[src/include/dbsd_pkg.sv]
// Constants and register map of the DDR back-end service and decode block
package dbsd_pkg;
    localparam int unsigned ADDR_W = 12;
    localparam int unsigned LANES = 12;
    localparam int unsigned NFIFO = 8;
    // Register offsets
    localparam logic [ADDR_W-1:0] OFF_CORR = 12'h070;
    localparam logic [ADDR_W-1:0] OFF_SVC = 12'h074;
    localparam logic [ADDR_W-1:0] OFF_IND_ADDR = 12'h078;
    localparam logic [ADDR_W-1:0] OFF_IND_DATA = 12'h07C;
    localparam logic [ADDR_W-1:0] OFF_GEN = 12'h080;
    localparam logic [ADDR_W-1:0] OFF_TRN = 12'h084;
    localparam logic [ADDR_W-1:0] OFF_FIFO = 12'h088;
    localparam logic [ADDR_W-1:0] OFF_DEC = 12'h200;
    // Correction configuration fields
    localparam int unsigned CORR_MODE_LSB = 30;
    localparam int unsigned CORR_RETRY = 29;
    localparam int unsigned CORR_RDERR = 28;
    localparam int unsigned CORR_NORMW = 27;
    localparam int unsigned CORR_ARM = 3;
    localparam logic [4:0] CORR_RESET = 5'h10;
    localparam logic [1:0] MODE_FULL = 2'h2;
    localparam logic [1:0] MODE_PARITY = 2'h1;
    localparam logic [1:0] MODE_NONE = 2'h0;
    // Service and training counter fields
    localparam int unsigned SVC_TICK = 28;
    localparam int unsigned SVC_MR_LSB = 20;
    localparam int unsigned SVC_REF_LSB = 12;
    localparam int unsigned TRN_FULL_LSB = 24;
    localparam int unsigned TRN_PER_LSB = 16;
    localparam int unsigned TRN_TICK = 15;
    localparam int unsigned TRN_M10_LSB = 8;
    localparam int unsigned IND_ERR_LSB = 20;
    // Address decode fields
    localparam int unsigned DEC_OOR = 31;
    localparam int unsigned DEC_RANKS_LSB = 13;
    localparam int unsigned DEC_RANK_LSB = 9;
    localparam int unsigned DEC_BANK_LSB = 5;
    localparam int unsigned DEC_ROW_LSB = 2;
    localparam logic [31:0] DEC_RESET = 32'h0000_E6AA;
    localparam logic [31:0] DEC_WMASK = 32'h8000_FFFF;
    localparam logic [3:0] RANK_ALL_FIRST = 4'hA;
    localparam logic [4:0] RANK_BASE_BIT = 5'h16;
endpackage : dbsd_pkg

[src/include/dbsd_svc_if.sv]
// Carrier between register block and service timer
`timescale 1ns/1ps
`default_nettype none

interface dbsd_svc_if;
    logic wr_svc;
    logic wr_trn;
    logic [31:0] wdata;
    logic [11:0] interval;
    logic [31:0] svc_word;
    logic [31:0] trn_word;
    modport ctl (output wr_svc, wr_trn, wdata, interval,
                 input svc_word, trn_word);
    modport tmr (input wr_svc, wr_trn, wdata, interval,
                 output svc_word, trn_word);
endinterface : dbsd_svc_if

`default_nettype wire

[src/hdl/dbsd_regs.sv]
// Back-end service, PHY access, FIFO error and decode registers
`timescale 1ns/1ps
`default_nettype none

module dbsd_regs
    import dbsd_pkg::*;
#(
    parameter int unsigned N_PORTS = 4,
    parameter logic [NFIFO-1:0] FIFO_ECC = 8'hFF,
    parameter int unsigned CTRL_BITS = 32,
    parameter bit PHY_RDERR = 1'b1
) (
    input wire logic i_clock,
    input wire logic i_reset,
    // Register access port
    input wire logic i_reg_wr,
    input wire logic i_reg_rd,
    input wire logic [ADDR_W-1:0] i_reg_addr,
    input wire logic [31:0] i_reg_wdata,
    output logic [31:0] o_reg_rdata,
    output logic o_reg_rvalid,
    // Correction engine
    input wire logic i_internal_err,
    input wire logic i_rd_word,
    output logic [1:0] o_correction_mode,
    output logic o_auto_retry,
    output logic o_rmw_disable,
    output logic o_retry_req,
    output logic o_test_err,
    // PHY read errors
    input wire logic [LANES-1:0] i_phy_rd_err,
    input wire logic [LANES-1:0] i_lane_disable,
    output logic [LANES-1:0] o_lane_fail,
    // PHY indirect access and generic control
    output logic [7:0] o_phy_ind_addr,
    output logic o_phy_ind_wr,
    output logic o_phy_ind_rd,
    output logic [31:0] o_phy_ind_wdata,
    input wire logic [31:0] i_phy_ind_rdata,
    output logic [31:0] o_phy_generic_ctrl,
    // Service timing
    input wire logic [11:0] i_service_interval,
    output logic o_service_tick,
    output logic o_ten_ms_tick,
    // FIFO error events, even index write data, odd index command
    input wire logic [NFIFO-1:0] i_fifo_ce,
    input wire logic [NFIFO-1:0] i_fifo_ue,
    // System address decode
    input wire logic i_sys_valid,
    input wire logic [31:0] i_sys_addr,
    output logic o_bus_err,
    output logic [2:0] o_rank_count,
    output logic [3:0] o_rank_select_bits,
    output logic [3:0] o_bank_select_bits,
    output logic [2:0] o_row_select_bits,
    output logic [1:0] o_col_select_bits
);
    // Implemented generic control bits
    localparam logic [31:0] GEN_MASK = 32'hFFFF_FFFF >> (32 - CTRL_BITS);

    logic wr_corr;
    logic wr_ind_addr;
    logic wr_ind_data;
    logic wr_gen;
    logic wr_fifo;
    logic wr_dec;
    logic [4:0] corr_ff;
    logic arm_ff;
    logic [2:0] cnt_ff;
    logic fire;
    logic test_err_ff;
    logic retry_ff;
    logic [LANES-1:0] rd_err_ff;
    logic [LANES-1:0] lane_fail_ff;
    logic [7:0] ind_addr_ff;
    logic ind_wr_ff;
    logic [31:0] ind_wdata_ff;
    logic [31:0] gen_ff;
    logic [31:0] dec_ff;
    logic bus_err_ff;
    logic nxt_bus_err;
    logic [31:0] fifo_word;
    logic [31:0] rdata_ff;
    logic [31:0] nxt_rdata;
    logic rvalid_ff;
    logic [4:0] shift;

    dbsd_svc_if svc ();

    // ==========================================
    // Address decode of writes
    assign wr_corr = i_reg_wr && (i_reg_addr == OFF_CORR);
    assign wr_ind_addr = i_reg_wr && (i_reg_addr == OFF_IND_ADDR);
    assign wr_ind_data = i_reg_wr && (i_reg_addr == OFF_IND_DATA);
    assign wr_gen = i_reg_wr && (i_reg_addr == OFF_GEN);
    assign wr_fifo = i_reg_wr && (i_reg_addr == OFF_FIFO);
    assign wr_dec = i_reg_wr && (i_reg_addr == OFF_DEC);

    // ==========================================
    // Correction configuration
    always_ff @(posedge i_clock) begin
        if (i_reset) begin
            corr_ff <= CORR_RESET;
        end else if (wr_corr) begin
            corr_ff <= i_reg_wdata[31:27];
        end
    end

    assign o_correction_mode = corr_ff[4:3];
    assign o_auto_retry = corr_ff[CORR_RETRY - 27];
    assign o_rmw_disable = corr_ff[CORR_NORMW - 27];

    // Retry self test fires once after the programmed word count
    assign fire = arm_ff && i_rd_word && (cnt_ff == 3'h1) && !wr_corr;

    always_ff @(posedge i_clock) begin
        if (i_reset) begin
            arm_ff <= 1'b0;
            cnt_ff <= 3'h0;
        end else if (wr_corr) begin
            if (i_reg_wdata[CORR_ARM] && (i_reg_wdata[2:0] != 3'h0)) begin
                arm_ff <= 1'b1;
                cnt_ff <= i_reg_wdata[2:0];
            end else begin
                arm_ff <= 1'b0;
                cnt_ff <= 3'h0;
            end
        end else if (fire) begin
            arm_ff <= 1'b0;
            cnt_ff <= 3'h0;
        end else if (arm_ff && i_rd_word) begin
            cnt_ff <= cnt_ff - 3'h1;
        end
    end

    // Internal error flag and retry request
    always_ff @(posedge i_clock) begin
        if (i_reset) begin
            test_err_ff <= 1'b0;
            retry_ff <= 1'b0;
        end else begin
            test_err_ff <= fire;
            retry_ff <= o_auto_retry && (i_internal_err || fire);
        end
    end

    assign o_test_err = test_err_ff;
    assign o_retry_req = retry_ff;

    // ==========================================
    // PHY read error status and lane failure messages
    always_ff @(posedge i_clock) begin
        if (i_reset) begin
            rd_err_ff <= '0;
            lane_fail_ff <= '0;
        end else begin
            rd_err_ff <= (rd_err_ff | i_phy_rd_err) & ~i_lane_disable;
            if (PHY_RDERR && corr_ff[CORR_RDERR - 27]) begin
                lane_fail_ff <= i_phy_rd_err;
            end else begin
                lane_fail_ff <= '0;
            end
        end
    end

    assign o_lane_fail = lane_fail_ff;

    // ==========================================
    // PHY indirect access and generic control
    always_ff @(posedge i_clock) begin
        if (i_reset) begin
            ind_addr_ff <= 8'h00;
        end else if (wr_ind_addr) begin
            ind_addr_ff <= i_reg_wdata[7:0];
        end
    end

    always_ff @(posedge i_clock) begin
        if (i_reset) begin
            ind_wr_ff <= 1'b0;
            ind_wdata_ff <= 32'h0000_0000;
        end else begin
            ind_wr_ff <= wr_ind_data;
            if (wr_ind_data) begin
                ind_wdata_ff <= i_reg_wdata;
            end
        end
    end

    always_ff @(posedge i_clock) begin
        if (i_reset) begin
            gen_ff <= 32'h0000_0000;
        end else if (wr_gen) begin
            gen_ff <= i_reg_wdata & GEN_MASK;
        end
    end

    assign o_phy_ind_addr = ind_addr_ff;
    assign o_phy_ind_wr = ind_wr_ff;
    assign o_phy_ind_wdata = ind_wdata_ff;
    assign o_phy_ind_rd = i_reg_rd && (i_reg_addr == OFF_IND_DATA);
    assign o_phy_generic_ctrl = gen_ff;

    // ==========================================
    // Service and training counters
    assign svc.wr_svc = i_reg_wr && (i_reg_addr == OFF_SVC);
    assign svc.wr_trn = i_reg_wr && (i_reg_addr == OFF_TRN);
    assign svc.wdata = i_reg_wdata;
    assign svc.interval = i_service_interval;
    assign o_service_tick = svc.svc_word[SVC_TICK];
    assign o_ten_ms_tick = svc.trn_word[TRN_TICK];

    dbsd_svc_timer u_timer (
        .i_clock(i_clock),
        .i_reset(i_reset),
        .bus(svc.tmr)
    );

    // ==========================================
    // FIFO error counters, kept through reset
    assign fifo_word[31:3*NFIFO] = '0;

    for (genvar k = 0; k < NFIFO; k++) begin : g_fifo
        if ((k < 2 * N_PORTS) && FIFO_ECC[k]) begin : g_on
            logic [1:0] ce_ff;
            logic ue_ff;
            logic [1:0] ce_kept;
            assign ce_kept = wr_fifo ? ce_ff & ~i_reg_wdata[3*k +: 2] : ce_ff;
            // A clear applies first, a count in the same cycle then adds one
            always_ff @(posedge i_clock) begin
                if (i_fifo_ce[k] && ce_kept != 2'h3) begin
                    ce_ff <= ce_kept + 2'h1;
                end else begin
                    ce_ff <= ce_kept;
                end
            end
            always_ff @(posedge i_clock) begin
                if (i_fifo_ue[k]) begin
                    ue_ff <= 1'b1;
                end else if (wr_fifo && i_reg_wdata[3*k+2]) begin
                    ue_ff <= 1'b0;
                end
            end
            assign fifo_word[3*k +: 3] = {ue_ff, ce_ff};
            a_fifo_ue_sticky: assert property (@(posedge i_clock)
                (ue_ff && !(wr_fifo && i_reg_wdata[3*k+2])) |=> ue_ff)
                else $error("fifo uncorrectable flag lost");
        end else begin : g_off
            assign fifo_word[3*k +: 3] = 3'h0;
        end
    end

    // ==========================================
    // System address decode and out-of-range check
    always_ff @(posedge i_clock) begin
        if (i_reset) begin
            dec_ff <= DEC_RESET;
        end else if (wr_dec) begin
            dec_ff <= i_reg_wdata & DEC_WMASK;
        end
    end

    assign o_rank_count = dec_ff[DEC_RANKS_LSB +: 3];
    assign o_rank_select_bits = dec_ff[DEC_RANK_LSB +: 4];
    assign o_bank_select_bits = dec_ff[DEC_BANK_LSB +: 4];
    assign o_row_select_bits = dec_ff[DEC_ROW_LSB +: 3];
    assign o_col_select_bits = dec_ff[1:0];
    assign shift = {1'b0, o_rank_select_bits} + RANK_BASE_BIT;

    // Rank field above the rank count means no memory there
    always_comb begin
        nxt_bus_err = 1'b0;
        if (dec_ff[DEC_OOR] && i_sys_valid && o_rank_select_bits < RANK_ALL_FIRST) begin
            nxt_bus_err = (i_sys_addr >> shift) > {29'h0, o_rank_count};
        end
    end

    always_ff @(posedge i_clock) begin
        if (i_reset) begin
            bus_err_ff <= 1'b0;
        end else begin
            bus_err_ff <= nxt_bus_err;
        end
    end

    assign o_bus_err = bus_err_ff;

    // ==========================================
    // Read data return
    always_comb begin
        nxt_rdata = 32'h0000_0000;
        case (i_reg_addr)
            OFF_CORR: nxt_rdata = {corr_ff, 23'h0, arm_ff, cnt_ff};
            OFF_SVC: nxt_rdata = svc.svc_word;
            OFF_IND_ADDR: nxt_rdata = {rd_err_ff, 12'h000, ind_addr_ff};
            OFF_IND_DATA: nxt_rdata = i_phy_ind_rdata;
            OFF_GEN: nxt_rdata = gen_ff;
            OFF_TRN: nxt_rdata = svc.trn_word;
            OFF_FIFO: nxt_rdata = fifo_word;
            OFF_DEC: nxt_rdata = dec_ff;
            default: nxt_rdata = 32'h0000_0000;
        endcase
    end

    always_ff @(posedge i_clock) begin
        if (i_reset) begin
            rdata_ff <= 32'h0000_0000;
            rvalid_ff <= 1'b0;
        end else begin
            rvalid_ff <= i_reg_rd;
            if (i_reg_rd) begin
                rdata_ff <= nxt_rdata;
            end
        end
    end

    assign o_reg_rdata = rdata_ff;
    assign o_reg_rvalid = rvalid_ff;

    // ==========================================
    // Checks
    a_test_fires: assert property (@(posedge i_clock) disable iff (i_reset)
        (arm_ff && cnt_ff == 3'h1 && i_rd_word && !wr_corr)
        |=> (o_test_err && !arm_ff))
        else $error("retry test did not fire on last word");
    a_test_cleared: assert property (@(posedge i_clock) disable iff (i_reset)
        (wr_corr && (!i_reg_wdata[CORR_ARM] || i_reg_wdata[2:0] == 3'h0))
        |=> (!arm_ff && cnt_ff == 3'h0))
        else $error("disarmed retry test not cleared");
    a_test_quiet: assert property (@(posedge i_clock) disable iff (i_reset)
        !arm_ff |=> !o_test_err)
        else $error("test error without arming");
    a_retry_req: assert property (@(posedge i_clock) disable iff (i_reset)
        (o_auto_retry && i_internal_err) |=> o_retry_req)
        else $error("internal error did not request retry");
    a_lane_clear: assert property (@(posedge i_clock) disable iff (i_reset)
        ##1 (rd_err_ff & $past(i_lane_disable)) == '0)
        else $error("disabled lane kept read error");
    a_lane_fail: assert property (@(posedge i_clock) disable iff (i_reset)
        !corr_ff[CORR_RDERR - 27] |=> o_lane_fail == '0)
        else $error("lane failure while read error disabled");
    a_bus_err_off: assert property (@(posedge i_clock) disable iff (i_reset)
        (!dec_ff[DEC_OOR] || o_rank_select_bits == RANK_ALL_FIRST)
        |=> !o_bus_err)
        else $error("bus error while range check off");
endmodule : dbsd_regs

`default_nettype wire

[src/hdl/dbsd_svc_timer.sv]
// Service and training time counters of the back-end
`timescale 1ns/1ps
`default_nettype none

module dbsd_svc_timer
    import dbsd_pkg::*;
(
    input wire logic i_clock,
    input wire logic i_reset,
    dbsd_svc_if.tmr bus
);
    logic [11:0] si_ff;
    logic tick_ff;
    logic [7:0] mr_ff;
    logic [7:0] ref_ff;
    logic [7:0] u100_ff;
    logic [6:0] m10_ff;
    logic t10_ff;
    logic [7:0] ftr_ff;
    logic [7:0] itr_ff;
    logic u_wrap;
    logic m_wrap;

    // ==========================================
    // Service interval
    always_ff @(posedge i_clock) begin
        if (i_reset) begin
            si_ff <= 12'h000;
            tick_ff <= 1'b0;
        end else if (bus.wr_svc) begin
            si_ff <= bus.wdata[11:0];
            tick_ff <= bus.wdata[SVC_TICK];
        end else if (si_ff == 12'h000) begin
            si_ff <= bus.interval;
            tick_ff <= 1'b1;
        end else begin
            si_ff <= si_ff - 12'h001;
            tick_ff <= 1'b0;
        end
    end

    // Mode reprogram and refresh counts step on tick
    always_ff @(posedge i_clock) begin
        if (i_reset) begin
            mr_ff <= 8'h00;
            ref_ff <= 8'h00;
        end else if (bus.wr_svc) begin
            mr_ff <= bus.wdata[SVC_MR_LSB +: 8];
            ref_ff <= bus.wdata[SVC_REF_LSB +: 8];
        end else if (tick_ff) begin
            mr_ff <= mr_ff - 8'h01;
            ref_ff <= ref_ff - 8'h01;
        end
    end

    // ==========================================
    // Training time base
    assign u_wrap = tick_ff && (u100_ff == 8'h00);
    assign m_wrap = u_wrap && (m10_ff == 7'h00);

    always_ff @(posedge i_clock) begin
        if (i_reset) begin
            u100_ff <= 8'h00;
            m10_ff <= 7'h00;
            t10_ff <= 1'b0;
        end else if (bus.wr_trn) begin
            u100_ff <= bus.wdata[7:0];
            m10_ff <= bus.wdata[TRN_M10_LSB +: 7];
            t10_ff <= bus.wdata[TRN_TICK];
        end else begin
            if (tick_ff) begin
                u100_ff <= u100_ff - 8'h01;
            end
            if (u_wrap) begin
                m10_ff <= m10_ff - 7'h01;
            end
            t10_ff <= m_wrap;
        end
    end

    // Training counts step on the 10 ms tick
    always_ff @(posedge i_clock) begin
        if (i_reset) begin
            ftr_ff <= 8'h00;
            itr_ff <= 8'h00;
        end else if (bus.wr_trn) begin
            ftr_ff <= bus.wdata[TRN_FULL_LSB +: 8];
            itr_ff <= bus.wdata[TRN_PER_LSB +: 8];
        end else if (t10_ff) begin
            ftr_ff <= ftr_ff - 8'h01;
            itr_ff <= itr_ff - 8'h01;
        end
    end

    assign bus.svc_word = {3'h0, tick_ff, mr_ff, ref_ff, si_ff};
    assign bus.trn_word = {ftr_ff, itr_ff, t10_ff, m10_ff, u100_ff};

    // ==========================================
    // Checks
    a_interval_reload: assert property (@(posedge i_clock) disable iff (i_reset)
        (si_ff == 12'h000 && !bus.wr_svc)
        |=> (si_ff == $past(bus.interval) && tick_ff))
        else $error("interval count did not reload with tick");
    a_interval_step: assert property (@(posedge i_clock) disable iff (i_reset)
        (si_ff != 12'h000 && !bus.wr_svc)
        |=> (si_ff == $past(si_ff) - 12'h001 && !tick_ff))
        else $error("interval count did not decrement");
    a_refresh_hold: assert property (@(posedge i_clock) disable iff (i_reset)
        (!tick_ff && !bus.wr_svc) |=> $stable(ref_ff) && $stable(mr_ff))
        else $error("refresh count moved without tick");
    a_ten_ms_once: assert property (@(posedge i_clock) disable iff (i_reset)
        (t10_ff && !bus.wr_trn) |=> !t10_ff)
        else $error("ten ms tick longer than one cycle");
    a_training_step: assert property (@(posedge i_clock) disable iff (i_reset)
        (t10_ff && !bus.wr_trn) |=> ftr_ff == $past(ftr_ff) - 8'h01)
        else $error("training count not stepped on tick");
endmodule : dbsd_svc_timer

`default_nettype wire

[config.mk]
export PLATFORM = sky130hd
export DESIGN_NAME = dbsd_regs
export DESIGN_NICKNAME = d
export VERILOG_FILES = /design/src/include/dbsd_pkg.sv /design/src/include/dbsd_svc_if.sv /design/src/hdl/dbsd_regs.sv /design/src/hdl/dbsd_svc_timer.sv
export SDC_FILE = /design/constraint.sdc
export NUM_CORES = 1
export LEC_CHECK = 0
export BUFFER_PORTS_ARGS = -buffer_cell sky130_fd_sc_hd__buf_2
export CAP_MARGIN = 15
export CELL_PAD_IN_SITES_DETAIL_PLACEMENT = 1
export CELL_PAD_IN_SITES_GLOBAL_PLACEMENT = 1
export CORE_MARGIN = 10
export CORE_UTILIZATION = 40
export DETAILED_ROUTE_END_ITERATION = 8
export PLACE_DENSITY = 0.77
export SLEW_MARGIN = 10
export SYNTH_ARGS = -nofsm -noshare
export SYNTH_HDL_FRONTEND = slang
export SYNTH_SLANG_ARGS = --single-unit
export TNS_END_PERCENT = 20
[constraint.sdc]
create_clock -name i_clock -period 4 [get_ports i_clock]
set_clock_uncertainty 0.1 [all_clocks]
set_input_delay 0.8 -clock i_clock [delete_from_list [all_inputs] [get_ports i_clock]]
set_output_delay 0.8 -clock i_clock [all_outputs]
set_load 0.005 [all_outputs]
Word-level counts from Yosys, hierarchy flattened --
Index checks and enable logic that the tools add are counted.
Word-level totals: input bits 167, output and inout bits 144, logic and storage cells 187, register bits 244
Operators by class: bitwise operators 21, $lt $le $gt $ge 2, reduce and logical (&&, ||, !) cells 48, add/sub/neg operators 17, mux-type cells 41, equality and inequality tests 17, shift-type cells 1
Operators with widths (number):
- $pmux 32 s8 | 1
- $mux 8 | 10
- $eq 12x7->1 const B | 4
- $sub 8x1->8 const B | 5
- $eq 12x8->1 const B | 3
- $logic_and 1x1->1 | 34
- $gt 32x3->1 | 1
- $mux 2 | 16
- $shr 32x5->32 | 1
- $mux 12 | 2
- $add 2x1->2 const B | 8
- $and 2x2->2 | 8
- $ne 2x2->1 const B | 8
- $not 2->2 | 8
- $mux 7 | 2
- $and 12x12->12 | 1
- $eq 12x10->1 const B | 1
- $logic_not 12->1 | 1
- $mux 3 | 4
- $not 12->12 | 1
- $or 12x12->12 | 1
- $sub 12x1->12 const B | 1
- $reduce_bool 2->1 | 5
- $logic_not 8->1 | 1
- 12 further kinds | 20

Logic depth before layout (Yosys ltp) --
depth in word-level cells 6, depth in mapped cells 13, gate-level depth less buffers 12

By module --
A second synthesis with hierarchy kept.
Unflattened totals: cells, all modules 1483, area, all modules 12675.9 um^2
By module, submodules not included:
- dbsd_regs | area each 9276.4 um^2, cells each 1067, times used 1
- dbsd_svc_timer | area each 3399.5 um^2, cells each 416, times used 1

Least setup slack after synthesis --
OpenSTA, ideal clock, no wires.
path kind register to register, start point reg dec_ff[10], end point reg bus_err_ff, in the netlist o_bus_err, required time 3.774 ns, period minus slack after synthesis 3.230 ns, arrival 3.004 ns, slack 0.770 ns, stages on the path, launching flop included 13, library setup time 0.126 ns, cell sequence dfxtp_1 buf_2 inv_1 ha_1 xor2_1 mux4_2 mux4_2 ha_1 nand3_1 o21ai_0 o32ai_1 a21oi_1 a21oi_1
Between the ends: word-level cells in the longest chain between the ends 4, elaborated cells between the ends (all ways) 7
Ends and longest elaborated chain:
- start, declared | RTL line dbsd_regs.sv:79 | logic [31:0] dec_ff;
- start signal, assigned | RTL line dbsd_regs.sv:259 | dec_ff <= i_reg_wdata & DEC_WMASK;
- branches (longest 4 deep; another with $gt 32x3->1)
- end signal, assigned | RTL line dbsd_regs.sv:282 | bus_err_ff <= nxt_bus_err;
- end, declared | RTL line dbsd_regs.sv:80 | logic bus_err_ff;
Parallel ways; which one is timed is not known. A chain may end at the register's enable or synchronous reset.

Worst setup path in the final report --
Same ends and word-level chain as after synthesis.

==> impl_metrics.env <==
export IMPL_status="complete, no violations"
export IMPL_wl_per_cell_um=24.81
export IMPL_r2r_slack_ns=0.59
export IMPL_grt_max_degree=113
export IMPL_rsz0062_at_grt="false"
export IMPL_worst_path_most_repeated_cell="inv_1"
export IMPL_syn_instance_count=1438
export IMPL_grt_usage=0.2585
export IMPL_p_per_area_mw_per_mm2=463.2
export IMPL_finalWirelength_um=52400
export IMPL_max_stage_delay_ns=0.67
export IMPL_crit_path_start_kind="flip-flop"
export IMPL_synthMuxAreaShare=0.1076
export IMPL_drt_initial_drc_count=780
export IMPL_min_path_type="in -> reg"
export IMPL_slowest_stage="dfxtp_2"
export IMPL_synth_async_sr_flop_share=0
export IMPL_synth_compound_area_frac=0.1743
export IMPL_worstHoldStart="i_fifo_ue[6]"
export IMPL_switching_power_uw=2093
export IMPL_min_to="g_fifo[6].g_on.ue_ff"
export IMPL_path_cells="inv_1 -> ha_1 -> inv_1 -> mux4_2 -> inv_1 -> a22oi_1 -> ha_1 -> a211oi_1 -> o32ai_1 -> a21oi_1 -> a21oi_1"
export IMPL_r2r_start="dec_ff[10]"
export IMPL_clkLatencyLatePin_ns=0.56
export IMPL_slew_headroom=0.3741
export IMPL_synthSimpleGateAreaFrac=0.2077
export IMPL_dp_cells=2060
export IMPL_cp_required_ns=4.32
export IMPL_swShare=0.2978
export IMPL_cts_setup_buffers=0
export IMPL_htreeDepth=1
export IMPL_overflow=0
export IMPL_drive_above_1_share=0.2734
export IMPL_cts_tree="built"
export IMPL_cp_data_arrival_time_ns=3.73
export IMPL_yosysUniqueCellTypes=73
export IMPL_power_uw=7029
export IMPL_pwr_share_clk=0.372
export IMPL_leakage_uw=0.006351
export IMPL_setup_viol=0
export IMPL_synthesis_nets=1627
export IMPL_synth_avg_cell_area_um2=8.657
export IMPL_cts_buffer_depth=3
export IMPL_cts_root_buffer="clkbuf_16"
export IMPL_r2r_end="o_bus_err"
export IMPL_first_pass_iters=7
export IMPL_synthesis_area_mm2=0.01245
export IMPL_finalHoldViolCount=0
export IMPL_reg2reg_depth=11
export IMPL_initial_utilization=0.4059
export IMPL_yosys_area_top_type="dfxtp_1"
export IMPL_crit_family="adder cells"
export IMPL_grt_antenna_before_repair=3
export IMPL_numCtsBuffers=29
export IMPL_synth_seq_cells=244
export IMPL_clk_pin_slew_ns=0.06
export IMPL_io_buffers=310
export IMPL_routabilityCongestion=0.9050
export IMPL_synth_ff_type="dfxtp_1"
export IMPL_seq_area_frac_synth=0.3924
export IMPL_ant_nets=0
export IMPL_min_period_over_period=0.8513
export IMPL_crit_start="dec_ff[10]"
export IMPL_grt_pass1_vias=12890
export IMPL_synth_xor_area_frac=0.03940
export IMPL_p_int_uw=4936
export IMPL_hold_depth=2
export IMPL_ys_top_cells_by_area="dfxtp_1 (39%), nand2_1 (7.7%), mux4_2 (4.7%)"
export IMPL_hold_buffers=0
export IMPL_peakVddDrop_mv=0.3079
export IMPL_synth_edf_count=0
export IMPL_tns_ns=0
export IMPL_end_kind="flip-flop"
export IMPL_layout_common_cells="buf_2 (309), nand2_1 (256), dfxtp_1 (243), a21oi_1 (114), nor2_1 (98)"
export IMPL_fmax_mhz=293.7
export IMPL_via_count=12250
export IMPL_synthAdderAreaFrac=0.02211
export IMPL_die_h_um=196.4
export IMPL_die_area_mm2=0.03858
export IMPL_worst_pin_slew_ns=0.9303
export IMPL_slew_viol_final=0
export IMPL_num_rows=64
export IMPL_grt_pass1_wl_um=79320
export IMPL_io_pins=311
export IMPL_maxCapViolations=0
export IMPL_viasPerCell=5.801
export IMPL_dp_hpwl_um=39000
export IMPL_drc=0
export IMPL_period_needed_ns=3.405
export IMPL_final_common_cell="buf_2"
export IMPL_nets=1884
export IMPL_cts_num_sinks=244
export IMPL_yosys_warnings=0
export IMPL_combPwrFrac=0.211
export IMPL_final_cells=2112
export IMPL_seqPwrFrac=0.417
export IMPL_cts_resized=0
export IMPL_cp_num_buf_inv=3
export IMPL_synth_top_family_by_area="simple AND/OR/NAND/NOR gates"
export IMPL_dieWidth_um=196.4
export IMPL_cp_max_fo=18
export IMPL_critPathKind="reg -> reg"
export IMPL_core_area_mm2=0.03067
export IMPL_syn2layout_area_growth_pct=21.88
export IMPL_synth_top_area_frac=0.3924
[registers in the layout (all words and copies together), names as in the netlist, 3 cells and up]
register,flops
o_phy_generic_ctrl,32
o_phy_ind_wdata,32
o_reg_rdata,32
dec_ff,17
g_fifo.g_on.ce_ff,16
o_lane_fail,12
rd_err_ff,12
u_timer.si_ff,12
g_fifo.g_on.ue_ff,8
o_phy_ind_addr,8
u_timer.ftr_ff,8
u_timer.itr_ff,8
u_timer.mr_ff,8
u_timer.ref_ff,8
u_timer.u100_ff,8
u_timer.m10_ff,7
corr_ff,5
cnt_ff,3
[cell families (layout without fill, tap and decap cells)]
logic type,Yosys count,after routing
compound gates,325,325
xor+xnor,56,56
fa+ha+maj,22,22
buf+inv,151,425
flops,244,244
mux,98,98
other cells,0,4
simple gates,542,542
[per-layer routing]
metal,track usage,vias up,wire (µm),share of wire
li1,-,5618,-,-
met1,0.3422,6057,23070,0.44
met2,0.4146,494,23680,0.45
met3,0.05482,82,4115,0.079
met4,0.07607,0,1531,0.029
met5,0,-,0,0
[how the worst max path moves through the flow]
stage	to	slack, ns	cells past startpoint
2_1_floorplan	o_bus_err	0.77	12
3_3_place_gp	o_bus_err	0.58	11
3_5_place_dp	g_fifo[5].g_on.ce_ff[1]	0.55	9
4_1_cts	o_bus_err	0.54	11
5_1_grt	o_bus_err	0.33	11
6_report	o_bus_err	0.59	11
[through the flow]
step | utilization | setup WS [ns] | hold WS (ns) | cell area (µm²)
floorplan | - | 0.7703 | 0.3248 | 12450
global placement | 0.4641 | 0.5811 | 0.3320 | 14230
detailed placement | 0.4641 | 0.5527 | 0.3425 | 14230
CTS | 0.4944 | 0.5413 | 0.2974 | 15160
global route | 0.4947 | 0.3304 | 0.3013 | 15170
finish | 0.4947 | 0.5949 | 0.3119 | 15170
[cells in the mapped netlist, types with 27 or more instances]
cell	number
mux2_2	27
nand3_1	34
buf_2	31
nor2_1	99
a21oi_1	114
clkbuf_1	61
nand2_1	256
dfxtp_1	244
a211oi_1	45
mux2i_1	45
inv_1	28
xnor2_1	30
[cell type report]
cell class	instances	area (µm²)
sequential	244	4886
inverter	28	105.1
clock buffer	42	864.6
tap	396	495.5
antenna	4	10.01
clock inverter	6	65.06
timing repair buffer	349	1876
fill	3730	15500
multi-input combinational	1043	6872
[power groups by stage]
stage          clock network (µW)  logic [µW]  registers, µW
3_3_place_gp                    0        1400           2960
5_1_grt                      2750        1650           2960
6_report                     2610        1480           2930
2_1_floorplan                   0        1070           2870
3_5_place_dp                    0        1460           2970
4_1_cts                      2650        1480           2920
(Power assumes the default switching activity.)
